===== src/hw/ssc_consts.svh =====
// Constants of the synchronous serial communication channel.
// Assumes a single 125 MHz core clock and an APB register port.
`ifndef SSC_CONSTS_SVH
`define SSC_CONSTS_SVH

// ***********************************************************
// Clock and timing
// ***********************************************************
`define SSC_CLK_PERIOD_NS   8
`define SSC_RIP0_NS         2000
`define SSC_RIP1_NS         4000
`define SSC_RIP2_NS         8000
`define SSC_RIP3_NS         16000
`define SSC_RIP_CNT_W       12

// ***********************************************************
// Register offsets (byte addresses)
// ***********************************************************
`define SSC_OFS_CTRL        12'h000
`define SSC_OFS_STATUS      12'h004
`define SSC_OFS_CMD         12'h008
`define SSC_OFS_TXDATA      12'h00C
`define SSC_OFS_RXDATA      12'h010
`define SSC_OFS_SKIP        12'h014

// ***********************************************************
// Control fields
// ***********************************************************
`define SSC_CTRL_RING_EN    0
`define SSC_CTRL_TERM_RDY   1
`define SSC_CTRL_IDLE       2
`define SSC_CTRL_LEN_LO     3
`define SSC_CTRL_LEN_HI     4
`define SSC_CTRL_RIP_LO     5
`define SSC_CTRL_RIP_HI     6
`define SSC_CTRL_RX_IE      8
`define SSC_CTRL_TX_IE      9
`define SSC_CTRL_RESET      10'h000

// ***********************************************************
// Command bits
// ***********************************************************
`define SSC_CMD_CLR_RING    0
`define SSC_CMD_CLR_TX      1

// ***********************************************************
// Character lengths and sync patterns
// ***********************************************************
`define SSC_LEN5            4'h5
`define SSC_LEN6            4'h6
`define SSC_LEN7            4'h7
`define SSC_LEN8            4'h8
`define SSC_SYNC5           9'h016
`define SSC_SYNC6           9'h016
`define SSC_SYNC7           9'h016
`define SSC_SYNC8           9'h016

`endif


===== src/hw/ssc_pkg.sv =====
// Types of the synchronous serial communication channel.
// Assumes ssc_consts.svh is available for the numeric constants.
package ssc_pkg;

	typedef enum logic [1:0] {
		SSC_LEN_5 = 2'b00,
		SSC_LEN_6 = 2'b01,
		SSC_LEN_7 = 2'b10,
		SSC_LEN_8 = 2'b11
	} ssc_len_type;

	typedef enum logic [1:0] {
		SSC_TX_IDLE  = 2'b00,
		SSC_TX_SEND  = 2'b01
	} ssc_tx_state_type;

	typedef struct packed {
		logic rx_clk;
		logic rx_data;
		logic tx_clk;
		logic cts;
		logic ring;
		logic dsr;
	} ssc_modem_in_type;

	typedef struct packed {
		logic tx_data;
		logic rts;
		logic dtr;
	} ssc_modem_out_type;

endpackage


===== src/hw/ssc_channel.sv =====
// Synchronous character-oriented serial channel with an APB register port.
// Assumes modem pins are asynchronous; bit clocks are far slower than i_core_clk.
`include "ssc_consts.svh"

module ssc_channel (
	input  wire logic                     i_core_clk,
	input  wire logic                     i_resetn,
	input  wire logic                     i_psel,
	input  wire logic                     i_penable,
	input  wire logic                     i_pwrite,
	input  wire logic [11:0]              i_paddr,
	input  wire logic [31:0]              i_pwdata,
	output logic      [31:0]              o_prdata,
	output logic                          o_pready,
	output logic                          o_pslverr,
	input  wire ssc_pkg::ssc_modem_in_type  i_modem,
	output ssc_pkg::ssc_modem_out_type      o_modem,
	output logic                          o_irq
);

	// ***********************************************************
	// Functions
	// ***********************************************************
	function automatic logic [3:0] char_len(input ssc_pkg::ssc_len_type sel);
		case (sel)
			ssc_pkg::SSC_LEN_5: char_len = `SSC_LEN5;
			ssc_pkg::SSC_LEN_6: char_len = `SSC_LEN6;
			ssc_pkg::SSC_LEN_7: char_len = `SSC_LEN7;
			default:            char_len = `SSC_LEN8;
		endcase
	endfunction

	function automatic logic [8:0] len_mask(input ssc_pkg::ssc_len_type sel);
		len_mask = 9'(9'h1FF >> (4'd9 - char_len(sel)));
	endfunction

	function automatic logic [8:0] sync_pat(input ssc_pkg::ssc_len_type sel);
		case (sel)
			ssc_pkg::SSC_LEN_5: sync_pat = `SSC_SYNC5 & len_mask(sel);
			ssc_pkg::SSC_LEN_6: sync_pat = `SSC_SYNC6 & len_mask(sel);
			ssc_pkg::SSC_LEN_7: sync_pat = `SSC_SYNC7 & len_mask(sel);
			default:            sync_pat = `SSC_SYNC8 & len_mask(sel);
		endcase
	endfunction

	function automatic logic is_sync(input logic [8:0] v, input ssc_pkg::ssc_len_type sel);
		is_sync = (v & len_mask(sel)) == sync_pat(sel);
	endfunction

	// Character in the low bits with a one just above it, so emptiness shows as zeros.
	function automatic logic [8:0] with_marker(input logic [8:0] v, input ssc_pkg::ssc_len_type sel);
		with_marker = (v & len_mask(sel)) | 9'(9'h001 << char_len(sel));
	endfunction

	function automatic logic [`SSC_RIP_CNT_W-1:0] cycles_ceil(input int ns);
		cycles_ceil = `SSC_RIP_CNT_W'((ns + `SSC_CLK_PERIOD_NS - 1) / `SSC_CLK_PERIOD_NS);
	endfunction

	// ***********************************************************
	// Pin synchronisation and edge detection
	// ***********************************************************
	ssc_pkg::ssc_modem_in_type pins;
	logic                      rx_clk_prev;
	logic                      tx_clk_prev;
	logic                      power_init;
	logic                      rx_clk_pulse;
	logic                      tx_clk_pulse;

	ssc_pin_sync #(.WIDTH(6)) u_sync (
		.i_core_clk (i_core_clk),
		.i_resetn   (i_resetn),
		.i_async    (i_modem),
		.o_sync     (pins)
	);

	assign power_init = !i_resetn;

	always_ff @(posedge i_core_clk) begin
		if (power_init) begin
			rx_clk_prev <= 1'b0;
			tx_clk_prev <= 1'b0;
		end else begin
			rx_clk_prev <= pins.rx_clk;
			tx_clk_prev <= pins.tx_clk;
		end
	end

	// Shaping and inverting twice leaves the sampling moment at the pin's rising edge.
	assign rx_clk_pulse = pins.rx_clk && !rx_clk_prev;
	assign tx_clk_pulse = pins.tx_clk && !tx_clk_prev && pins.cts;

	// ***********************************************************
	// Control register and APB decode
	// ***********************************************************
	logic [9:0]           ctrl;
	ssc_pkg::ssc_len_type len_sel;
	logic [1:0]           rip_sel;
	logic                 apb_setup;
	logic                 apb_done;
	logic                 wr_ctrl;
	logic                 wr_cmd;
	logic                 wr_tx;
	logic                 rd_rx;
	logic                 addr_ok;

	assign len_sel   = ssc_pkg::ssc_len_type'(ctrl[`SSC_CTRL_LEN_HI:`SSC_CTRL_LEN_LO]);
	assign rip_sel   = ctrl[`SSC_CTRL_RIP_HI:`SSC_CTRL_RIP_LO];
	assign apb_setup = i_psel && !i_penable;
	assign apb_done  = i_psel && i_penable && o_pready;
	assign wr_ctrl   = apb_done && i_pwrite && i_paddr == `SSC_OFS_CTRL;
	assign wr_cmd    = apb_done && i_pwrite && i_paddr == `SSC_OFS_CMD;
	assign wr_tx     = apb_done && i_pwrite && i_paddr == `SSC_OFS_TXDATA;
	assign rd_rx     = apb_done && !i_pwrite && i_paddr == `SSC_OFS_RXDATA;
	assign addr_ok   = i_paddr == `SSC_OFS_CTRL || i_paddr == `SSC_OFS_STATUS ||
	                   i_paddr == `SSC_OFS_CMD || i_paddr == `SSC_OFS_TXDATA ||
	                   i_paddr == `SSC_OFS_RXDATA || i_paddr == `SSC_OFS_SKIP;

	// Ring enable, terminal ready and idle mode change only by program writes.
	always_ff @(posedge i_core_clk) begin
		if (power_init) begin
			ctrl <= `SSC_CTRL_RESET;
		end else if (wr_ctrl) begin
			ctrl <= i_pwdata[9:0];
		end
	end

	// ***********************************************************
	// Receive path
	// ***********************************************************
	logic [8:0]                rx_shift_reg;
	logic [8:0]                rx_char_buffer;
	logic [3:0]                rx_bits;
	logic                      rx_active;
	logic                      rx_char_flag;
	logic [`SSC_RIP_CNT_W-1:0] rip_cnt;
	logic [`SSC_RIP_CNT_W-1:0] rip_limit;
	logic                      rip_expired;
	logic [8:0]                next_rx_shift;
	logic                      rx_sync_match;
	logic                      rx_char_done;

	always_comb begin
		case (rip_sel)
			2'b00:   rip_limit = cycles_ceil(`SSC_RIP0_NS);
			2'b01:   rip_limit = cycles_ceil(`SSC_RIP1_NS);
			2'b10:   rip_limit = cycles_ceil(`SSC_RIP2_NS);
			default: rip_limit = cycles_ceil(`SSC_RIP3_NS);
		endcase
	end

	assign next_rx_shift = {rx_shift_reg[7:0], pins.rx_data};
	assign rx_sync_match = is_sync(next_rx_shift, len_sel);
	assign rx_char_done  = rx_clk_pulse && rx_active && (rx_bits + 4'd1 == char_len(len_sel));
	assign rip_expired   = rip_cnt >= rip_limit;

	// Retriggered by every rising receive clock edge; runs out only on a pause.
	always_ff @(posedge i_core_clk) begin
		if (power_init || rx_clk_pulse) begin
			rip_cnt <= '0;
		end else if (!rip_expired) begin
			rip_cnt <= rip_cnt + 1'b1;
		end
	end

	always_ff @(posedge i_core_clk) begin
		if (power_init) begin
			rx_shift_reg <= '0;
		end else if (rx_clk_pulse) begin
			rx_shift_reg <= next_rx_shift;
		end
	end

	always_ff @(posedge i_core_clk) begin
		if (power_init) begin
			rx_active <= 1'b0;
			rx_bits   <= '0;
		end else if (rx_active && rip_expired) begin
			rx_active <= 1'b0;
			rx_bits   <= '0;
		end else if (rx_clk_pulse && !rx_active && rx_sync_match) begin
			rx_active <= 1'b1;
			rx_bits   <= '0;
		end else if (rx_char_done) begin
			rx_bits <= '0;
		end else if (rx_clk_pulse && rx_active) begin
			rx_bits <= rx_bits + 4'd1;
		end
	end

	always_ff @(posedge i_core_clk) begin
		if (power_init) begin
			rx_char_buffer <= '0;
		end else if (rx_char_done) begin
			rx_char_buffer <= next_rx_shift & len_mask(len_sel);
		end
	end

	// A new character in the cycle of the buffer read keeps the flag set.
	always_ff @(posedge i_core_clk) begin
		if (power_init) begin
			rx_char_flag <= 1'b0;
		end else if (rx_char_done) begin
			rx_char_flag <= 1'b1;
		end else if (rd_rx) begin
			rx_char_flag <= 1'b0;
		end
	end

	// ***********************************************************
	// Transmit path
	// ***********************************************************
	logic [8:0]                 tx_char_buffer;
	logic                       tcb_full;
	logic [8:0]                 tx_shift_reg;
	logic                       tx_active;
	ssc_pkg::ssc_tx_state_type  tx_state;
	logic                       tx_loaded_flag;
	logic                       send_req;
	logic                       tx_bit;
	logic                       tcb_sync;
	logic                       last_bit;
	logic                       start_tx;
	logic                       reload;
	logic                       tcb_to_tb;
	logic [8:0]                 next_load;

	assign tcb_sync  = is_sync({1'b0, tx_char_buffer[7:0]}, len_sel);
	assign last_bit  = tx_shift_reg[8:2] == 7'h00 && !tx_shift_reg[1];
	assign start_tx  = !tx_active && tcb_full && tcb_sync;
	assign reload    = tx_active && tx_clk_pulse && last_bit;
	assign tcb_to_tb = start_tx || (reload && tcb_full);
	assign next_load = tcb_full ? with_marker(tx_char_buffer, len_sel)
	                            : with_marker(sync_pat(len_sel), len_sel);
	assign tx_active = tx_state == ssc_pkg::SSC_TX_SEND;

	// A write in the cycle the buffer empties is kept; the buffer stays full.
	always_ff @(posedge i_core_clk) begin
		if (power_init) begin
			tx_char_buffer <= '0;
			tcb_full       <= 1'b0;
		end else if (wr_tx) begin
			tx_char_buffer <= i_pwdata[8:0];
			tcb_full       <= 1'b1;
		end else if (tcb_to_tb) begin
			tcb_full <= 1'b0;
		end
	end

	always_ff @(posedge i_core_clk) begin
		if (power_init) begin
			tx_state <= ssc_pkg::SSC_TX_IDLE;
		end else begin
			case (tx_state)
				ssc_pkg::SSC_TX_IDLE: begin
					if (start_tx) begin
						tx_state <= ssc_pkg::SSC_TX_SEND;
					end
				end
				ssc_pkg::SSC_TX_SEND: begin
					if (reload && !tcb_full && !ctrl[`SSC_CTRL_IDLE]) begin
						tx_state <= ssc_pkg::SSC_TX_IDLE;
					end
				end
				default: tx_state <= ssc_pkg::SSC_TX_IDLE;
			endcase
		end
	end

	// In idle mode a late character is replaced by a sync fill character.
	always_ff @(posedge i_core_clk) begin
		if (power_init) begin
			tx_shift_reg <= '0;
			tx_bit       <= 1'b0;
		end else if (start_tx) begin
			tx_shift_reg <= with_marker(tx_char_buffer, len_sel);
		end else if (reload && (tcb_full || ctrl[`SSC_CTRL_IDLE])) begin
			tx_shift_reg <= {1'b0, next_load[8:1]};
			tx_bit       <= next_load[0];
		end else if (tx_active && tx_clk_pulse && !last_bit) begin
			tx_shift_reg <= {1'b0, tx_shift_reg[8:1]};
			tx_bit       <= tx_shift_reg[0];
		end else if (!tx_active) begin
			tx_bit <= 1'b0;
		end
	end

	always_ff @(posedge i_core_clk) begin
		if (power_init) begin
			tx_loaded_flag <= 1'b0;
		end else if (tcb_to_tb) begin
			tx_loaded_flag <= 1'b1;
		end else if (wr_cmd && i_pwdata[`SSC_CMD_CLR_TX]) begin
			tx_loaded_flag <= 1'b0;
		end
	end

	// Turned on at sync delivery, dropped one bit clock after transmission ends.
	always_ff @(posedge i_core_clk) begin
		if (power_init) begin
			send_req <= 1'b0;
		end else if (start_tx) begin
			send_req <= 1'b1;
		end else if (pins.tx_clk && !tx_clk_prev) begin
			send_req <= tx_active;
		end
	end

	// ***********************************************************
	// Modem control
	// ***********************************************************
	logic ring_flag;

	always_ff @(posedge i_core_clk) begin
		if (power_init) begin
			ring_flag <= 1'b0;
		end else if (pins.ring) begin
			ring_flag <= 1'b1;
		end else if (wr_cmd && i_pwdata[`SSC_CMD_CLR_RING]) begin
			ring_flag <= 1'b0;
		end
	end

	always_ff @(posedge i_core_clk) begin
		if (power_init) begin
			o_modem <= '0;
			o_irq   <= 1'b0;
		end else begin
			o_modem.tx_data <= tx_bit;
			o_modem.rts     <= send_req;
			o_modem.dtr     <= ctrl[`SSC_CTRL_TERM_RDY];
			o_irq           <= (rx_char_flag && ctrl[`SSC_CTRL_RX_IE]) ||
			                   (tx_loaded_flag && ctrl[`SSC_CTRL_TX_IE]) ||
			                   (ring_flag && ctrl[`SSC_CTRL_RING_EN]);
		end
	end

	// ***********************************************************
	// APB read data and handshake
	// ***********************************************************
	logic [31:0] rd_value;

	always_comb begin
		rd_value = 32'h0000_0000;
		case (i_paddr)
			`SSC_OFS_CTRL:   rd_value = {22'h00_0000, ctrl};
			`SSC_OFS_STATUS: rd_value = {23'h00_0000, o_modem.rts, pins.cts, pins.dsr,
			                             tcb_full, tx_active, rx_active, ring_flag,
			                             tx_loaded_flag, rx_char_flag};
			`SSC_OFS_TXDATA: rd_value = {23'h00_0000, tx_char_buffer};
			`SSC_OFS_RXDATA: rd_value = {23'h00_0000, rx_char_buffer};
			`SSC_OFS_SKIP:   rd_value = {31'h0000_0000, ring_flag};
			default:         rd_value = 32'h0000_0000;
		endcase
	end

	// Answer is prepared in the setup cycle so every bus output is a flip-flop.
	always_ff @(posedge i_core_clk) begin
		if (power_init) begin
			o_pready  <= 1'b0;
			o_pslverr <= 1'b0;
			o_prdata  <= 32'h0000_0000;
		end else if (apb_setup) begin
			o_pready  <= 1'b1;
			o_pslverr <= !addr_ok;
			o_prdata  <= i_pwrite ? 32'h0000_0000 : rd_value;
		end else begin
			o_pready  <= 1'b0;
			o_pslverr <= 1'b0;
		end
	end

endmodule


===== src/hw/ssc_pin_sync.sv =====
// Two flip-flop synchroniser for a group of modem pins.
// Assumes the pins are asynchronous to i_core_clk.
module ssc_pin_sync #(
	parameter int WIDTH = 6
) (
	input  wire logic             i_core_clk,
	input  wire logic             i_resetn,
	input  wire logic [WIDTH-1:0] i_async,
	output logic      [WIDTH-1:0] o_sync
);

	logic [WIDTH-1:0] meta;

	// The first stage feeds only the second stage.
	always_ff @(posedge i_core_clk) begin
		if (!i_resetn) begin
			meta   <= '0;
			o_sync <= '0;
		end else begin
			meta   <= i_async;
			o_sync <= meta;
		end
	end

endmodule


===== config.mk =====
export PLATFORM = sky130hd
export DESIGN_NAME = ssc_channel
export DESIGN_NICKNAME = d
export VERILOG_FILES = /design/src/hw/ssc_pkg.sv /design/src/hw/ssc_channel.sv /design/src/hw/ssc_pin_sync.sv
export VERILOG_INCLUDE_DIRS = /design/src /design/src/hw
export SDC_FILE = /design/constraint.sdc
export NUM_CORES = 1
export LEC_CHECK = 0
export BUFFER_PORTS_ARGS = -buffer_cell sky130_fd_sc_hd__buf_4
export CAP_MARGIN = 15
export CORE_ASPECT_RATIO = 0.8
export CORE_MARGIN = 3
export CORE_UTILIZATION = 55
export DETAILED_ROUTE_END_ITERATION = 8
export PLACE_DENSITY = 0.79
export REMOVE_ABC_BUFFERS = 1
export SYNTH_ARGS = -nofsm -noshare
export SYNTH_HDL_FRONTEND = slang
export SYNTH_HIERARCHICAL = 1
export SYNTH_SLANG_ARGS = --single-unit

===== constraint.sdc =====
create_clock -name i_core_clk -period 3 [get_ports i_core_clk]
set_clock_uncertainty 0.15 [all_clocks]
set_input_delay 0.9 -clock i_core_clk [delete_from_list [all_inputs] [get_ports i_core_clk]]
set_output_delay 0.9 -clock i_core_clk [all_outputs]
set_load 0.05 [all_outputs]

# Yosys cells after proc, flatten, opt, wreduce, memory -nomap -nowiden
# Index checks and enable logic that the tools add are counted.
[op_classes]
bitwise = 11
n_mux = 34
reduce_logical = 71
shifts = 9
eq_ne = 16
magnitude_cmp = 1
addsub = 9
[ops]
columns = ["op", "count"]
rows = [
  ["one-hot mux 10 bit (5 select lines)", 1],
  ["bitwise AND 9 bit", 5],
  ["2-to-1 mux 9 bit", 4],
  [">> shifter 9 x 4 -> 5 bit, first input constant", 4],
  ["one-hot mux 11 bit (3 select lines)", 1],
  ["logical AND 1 bit", 32],
  ["2-to-1 mux 32 bit", 1],
  ["2-to-1 mux 4 bit", 8],
  ["subtractor 4 bit, first input constant", 7],
  ["OR 9 bit", 3],
  [">> shifter 9 x 4 -> 9 bit, first input constant", 3],
  ["== test 12 x 4 -> 1 bit, second input constant", 2],
  ["== test 12 x 5 -> 1 bit, second input constant", 2],
  ["== test 9 bit", 2],
  ["<< shifter 1 x 4 -> 9 bit, first input constant", 2],
  ["one-hot mux 5 bit (3 select lines)", 1],
  ["2-to-1 mux 1 bit", 14],
  ["adder 12 x 1 -> 12 bit, second input constant", 1],
  ["== test 12 x 3 -> 1 bit, second input constant", 1],
  ["greater-or-equal comparator 12 bit", 1],
  ["logical NOT 1 bit", 12],
  ["logical NOT 12 bit", 1],
  ["one-hot mux 4 bit (3 select lines)", 1],
  ["logical OR 1 bit", 10],
  ["other kinds (19)", 32],
]
[totals]
regBits = 122
in_bits = 55
elab_cells = 177
output_inout_bits = 38

# Depth between registers and ports, before layout
[logic_depth]
word_depth = 15
ltp_mapped = 9
mapped_depth_nobuf = 8

# Hierarchy
# The synthesis kept the hierarchy.
[by_module_without_submodules]
columns = ["mod", "instances", "area_each_um2", "cells_each"]
rows = [
  ["ssc_channel", 1, 4475.5, 543],
  ["ssc_pin_sync", 1, 336.6, 25],
]

# Worst setup path after synthesis
# No wires, ideal clock.
[synth_path]
kind = "input -> register"
startpoint = "input port i_paddr[7]"
endpoint = "register ring_flag"
path_buffers = 0
arrival_ns = 2.072
setup_ns = 0.129
path_slack_ns = 0.649
cell_stages = 5
required_ns = 2.721
path_cell_list = "nor4_1 nand3_1 or3_1 a21oi_1 nor2_1"
[synth_between]
elab_chain_cells = 4
[synth_lines]
columns = ["element", "line_no", "text"]
rows = [
  ["start: declaration", "ssc_channel.sv:11", "input wire logic [11:0] i_paddr,"],
  ["== test 12 x 4 -> 1 bit (no line)", "-", ""],
  ["logical AND 1 bit (no line)", "-", ""],
  ["logical AND 1 bit", "ssc_channel.sv:318", "end else if (wr_cmd && i_pwdata[`SSC_CMD_CLR_RING]) begin"],
  ["nonzero test 2 bit (no line)", "-", ""],
  ["end signal: assignment", "ssc_channel.sv:315", "ring_flag <= 1'b0;"],
  ["end signal: assignment", "ssc_channel.sv:317", "ring_flag <= 1'b1;"],
  ["end signal: assignment", "ssc_channel.sv:319", "ring_flag <= 1'b0;"],
  ["end: declaration", "ssc_channel.sv:311", "logic ring_flag;"],
]
# No other way between the ends.
# A chain may end at the register's enable or synchronous reset.

# Final worst setup path
[layout_path]
startpoint = "register ctrl[6]"
endpoint = "register rip_cnt[6]"
[layout_between]
elab_chain_cells = 3
elab_cells_between_ends = 5
[layout_lines]
columns = ["element", "line_no", "text"]
rows = [
  ["start: declaration", "ssc_channel.sv:95", "logic [9:0] ctrl;"],
  ["start signal: assignment", "ssc_channel.sv:121", "ctrl <= `SSC_CTRL_RESET;"],
  ["start signal: assignment", "ssc_channel.sv:123", "ctrl <= i_pwdata[9:0];"],
  ["== test 2 bit, or another cell as far along", "ssc_channel.sv:143", "case (rip_sel)"],
  ["one-hot mux 11 bit (3 select lines) (*)", "ssc_channel.sv:143", ""],
  ["greater-or-equal comparator 12 bit (*)", "ssc_channel.sv:154", "assign rip_expired = rip_cnt >= rip_limit;"],
  ["end signal: assignment", "ssc_channel.sv:161", "rip_cnt <= rip_cnt + 1'b1;"],
  ["end: declaration", "ssc_channel.sv:135", "logic [`SSC_RIP_CNT_W-1:0] rip_cnt;"],
]
# Every way passes the cells marked *; elsewhere a longest branch is shown, timed or not.

==> impl_summary.txt <==
----------------------------------------------------
[Setup path]
  Logic depth of the worst register-to-register path ... 8
  Classification of the worst setup path ... flip-flop to flip-flop
  Data required, critical path ... roughly 3.1 ns
  Critical Path Source Type ... flip-flop
  Largest driver fanout on the critical path ... 13
  Critical Path AT ... 2.62 ns
  Worst reg2reg path endpoint ... rip_cnt[6]
  Worst R2R Start ... ctrl[6]
  Reg-to-reg slack, setup ... slightly above 0.5 ns
  Element type at the critical path end ... flip-flop

[Final layout]
  Fill cells ... 684
  Combined flip-flop and latch cell area ... approximately 0.002 mm2
  Area of the multi-input gates ... roughly 0.0026 mm2
  Share of post-route cells with drive strength above 1 ... 0.160
  Diodes inserted ... 0
  Top flop regs ... rip_cnt x12, ctrl x10, o_prdata x10
  Flip-flop count of the largest register, all copies and words added ... 12
  Final cell area excluding filler cells ... roughly 0.0055 mm2
  Top reg by flops ... rip_cnt
  Synthesis-to-layout area growth ... 13.3%
  Layout Nets ... approximately 700

[Drt]
  Number of design-rule violations left by the first detailed-router iteration ... approximately 350
  Antenna viol nets, final ... 0
  Vias post-DR ... ~4200
  Number of detailed-routing iterations run before antenna repair ... 8
  DR DRC count ... 0
  Ratio of routed vias to standard cells ... ~5.8
  Routed wire length ... ~11 mm
  Routed length per instance ... ~16 um

[Yosys]
  Share of flip-flops with an asynchronous set or reset after synthesis ... 0
  Most frequent cells after synthesis ... sky130_fd_sc_hd__dfxtp_1 (98), sky130_fd_sc_hd__nand2_1 (90), sky130_fd_sc_hd__a21oi_1 (37), sky130_fd_sc_hd__o21ai_0 (36), sky130_fd_sc_hd__nor2_1 (32)
  Sequential element share of the synthesized area ... 0.408
  Synth area leaders ... sky130_fd_sc_hd__dfxtp_1 (41%), sky130_fd_sc_hd__nand2_1 (7.0%), sky130_fd_sc_hd__mux2i_1 (5.2%), sky130_fd_sc_hd__ha_1 (4.2%), sky130_fd_sc_hd__a21oi_1 (3.8%)
  Most used flip-flop cell after synthesis ... sky130_fd_sc_hd__dfxtp_1
  Area of the mapped netlist ... ~0.0048 mm2
  Number of cells produced by synthesis ... about 570
  Cell variety after synth ... 60
  Cell taking the most area after synthesis ... sky130_fd_sc_hd__dfxtp_1
  Total of flip-flops plus latches after synthesis ... slightly below 100
  Avg Inst Size Synth ... approximately 8.5 um2
  Dominant cell by count in the synthesized netlist ... sky130_fd_sc_hd__dfxtp_1
  Number of synthesis warnings ... 6
  Number of enable-type register cells in the synthesized netlist ... 0
  Fraction of synthesized cell area taken by the top area cell type ... 0.408

[Status]
  Run status ... finished, final reports clean

[STA]
  Number of max-slew violations in the final report ... 0
  Final hold violation count ... 0
  Min Tclk post-route ... around 2.5 ns
  Peak Freq ... just over 0.4 GHz
  RSZ-0062 raised after global routing ... false
  # setup viols final ... 0
  Slew @ Worst Pin ... about 0.66 ns
  Post-route fraction of the period consumed by the critical path ... 0.827
  Setup tns final ... 0 ns
  Relative slew margins ... 0.557

[Global route]
  Most congested layer reported by global routing ... met2
  Global-route met3 utilization ... 0.0482
  Overall overflow remaining after global route ... 0
  Tot GR Track Use ... 0.234
  Routing usage on met1 ... 0.322
  Pin count of the biggest net entering global routing ... 39
  Global-route wire length before repair ... between 15 and 20 mm
  Initial antenna violation count ... 0
  Via count of the first global-routing pass ... ~3900
  Met2 usage in global routing ... 0.387

[Floorplan]
  Initial standard-cell utilization of the core ... 0.587
  Floorplan Core Area ... 0.00820 mm2
  Number of top-level pins ... 93
  Die span in x ... 111 um
  Site Rows ... 29
  Die outline height ... 89.7 um
  Full die area ... 0.00991 mm2

[Min path]
  Hold path endpoint ... u_sync/o_sync[0]
  Hold Path Depth ... 1
  Classification of the worst-slack hold path ... flip-flop to flip-flop
  Worst Min Path Start ... u_sync/meta[0]

[Pwr]
  Cell Pwr Density ... approximately 440 mW/mm2
  VDD IR-drop max ... ~0.0003 V
  Final total power ... about 2.4 mW
  Leakage Power ... ~2.2 nW

[Place]
  PortBufs ... 48
  Global placer's final weighted congestion ... ~0.92
  Standard cell area after detailed placement ... roughly 0.0052 mm2
  Detail Placement HPWL ... roughly 8.4 mm

[Clock tree]
  Inserted Clock Buffers ... 9
  PostCTS Resize Cnt ... 0
  TritonCTS clock tree ... built
  Clock Pin Slew Worst Setup and Hold Paths ... 0.09 ns
  TritonCTS sink count ... between 90 and 100
  CTS H-tree lvls ... 3
  Clock latency of the later-clocked register in the worst-skew pair ... around 0.36 ns
  Total of hold buffers inserted after clock tree synthesis ... 0
  Largest buffer count on any clock path ... 2
  Clock root buffer ... sky130_fd_sc_hd__clkbuf_8
  Post-CTS Repair Setup Buffers ... 0

[Job]
  Max Cap Violations ... 0

----------------------------------------------------
==> layout make-up <==
cell class / count / area share
clock buffers: 11 / 0.0259
clock inverters: 5 / 0.0117
inverters: 13 / 0.00895
multi-input cells: 430 / 0.477
flip-flops and latches: 98 / 0.360
well taps: 108 / 0.0248
repair buffers: 67 / 0.0922
==> power breakdown <==
group | switching (mW) | leakage [nW] | total, mW | internal (mW)
Sequential | 0.00987 | 0.793 | 1.32 | 1.31
Clock | 0.460 | 0.0997 | 0.873 | 0.413
Combinational | 0.130 | 1.27 | 0.187 | 0.0571
Total | 0.600 | 2.16 | 2.38 | 1.78
==> critical path, cell delays in order (launching register included) <==
cell and delay (ns):
sky130_fd_sc_hd__dfxtp_1 0.42, sky130_fd_sc_hd__inv_1 0.11, sky130_fd_sc_hd__ha_1 0.31, sky130_fd_sc_hd__a21o_1 0.18, sky130_fd_sc_hd__a211oi_1 0.28, sky130_fd_sc_hd__o21ai_0 0.13, sky130_fd_sc_hd__buf_4 0.19, sky130_fd_sc_hd__or4_1 0.50
sky130_fd_sc_hd__a21oi_1 0.14
==> logic make-up after synthesis <==
family | after synthesis | share of synthesized area
other | 1 | 0.000779
adders and majority gates | 16 | 0.0416
xor gates and xnor gates | 5 | 0.00910
DFF | 98 | 0.408
muxes | 28 | 0.0637
AOI/OAI and AO/OA | 122 | 0.158
and+or+nand+nor | 237 | 0.251
buffers and inverters | 61 | 0.0684
==> layer usage <==
metal,vias to the layer above,wire length (um)
met3,15,921
met2,188,5090
met4,0,138
li1,2064,-
met1,1965,5320
met5,-,0
==> cells in the final DEF (no fill, tap or decap), drive strengths merged, types with 6 or more instances in the layout <==
master,n
a21oi,37
a22oi,8
and2,21
buf,67
clkbuf,11
conb,22
dfxtp,98
ha,16
inv,13
mux2i,25
nand2,90
nand2b,9
nand3,14
nand4,18
nor2,33
nor2b,6
nor3,8
o21ai,37
or3,8
==> how the worst max path moves through the flow <==
stage               startpoint          end  slack (ns)  depth (start not counted)
floorplan             i_resetn  rip_cnt[11]        0.48                          5
global placement    i_paddr[7]  o_prdata[7]        0.33                          6
detailed placement  i_paddr[7]  o_prdata[8]        0.22                          6
CTS                    ctrl[5]   rx_bits[3]        0.51                          7
global route           ctrl[6]   rip_cnt[4]        0.29                          8
finish                 ctrl[6]   rip_cnt[6]        0.52                          8
==> through the flow <==
stage	utilization	std cells	worst slack (ns)	hold slack, ns
global route	0.665	732	0.289	0.311
finish	0.665	732	0.519	0.283
detailed placement	0.640	716	0.221	0.270
global placement	0.640	716	0.332	0.265
CTS	0.665	732	0.515	0.283
floorplan	-	541	0.481	0.255
Note: power is estimated with default switching activity, not from simulation.
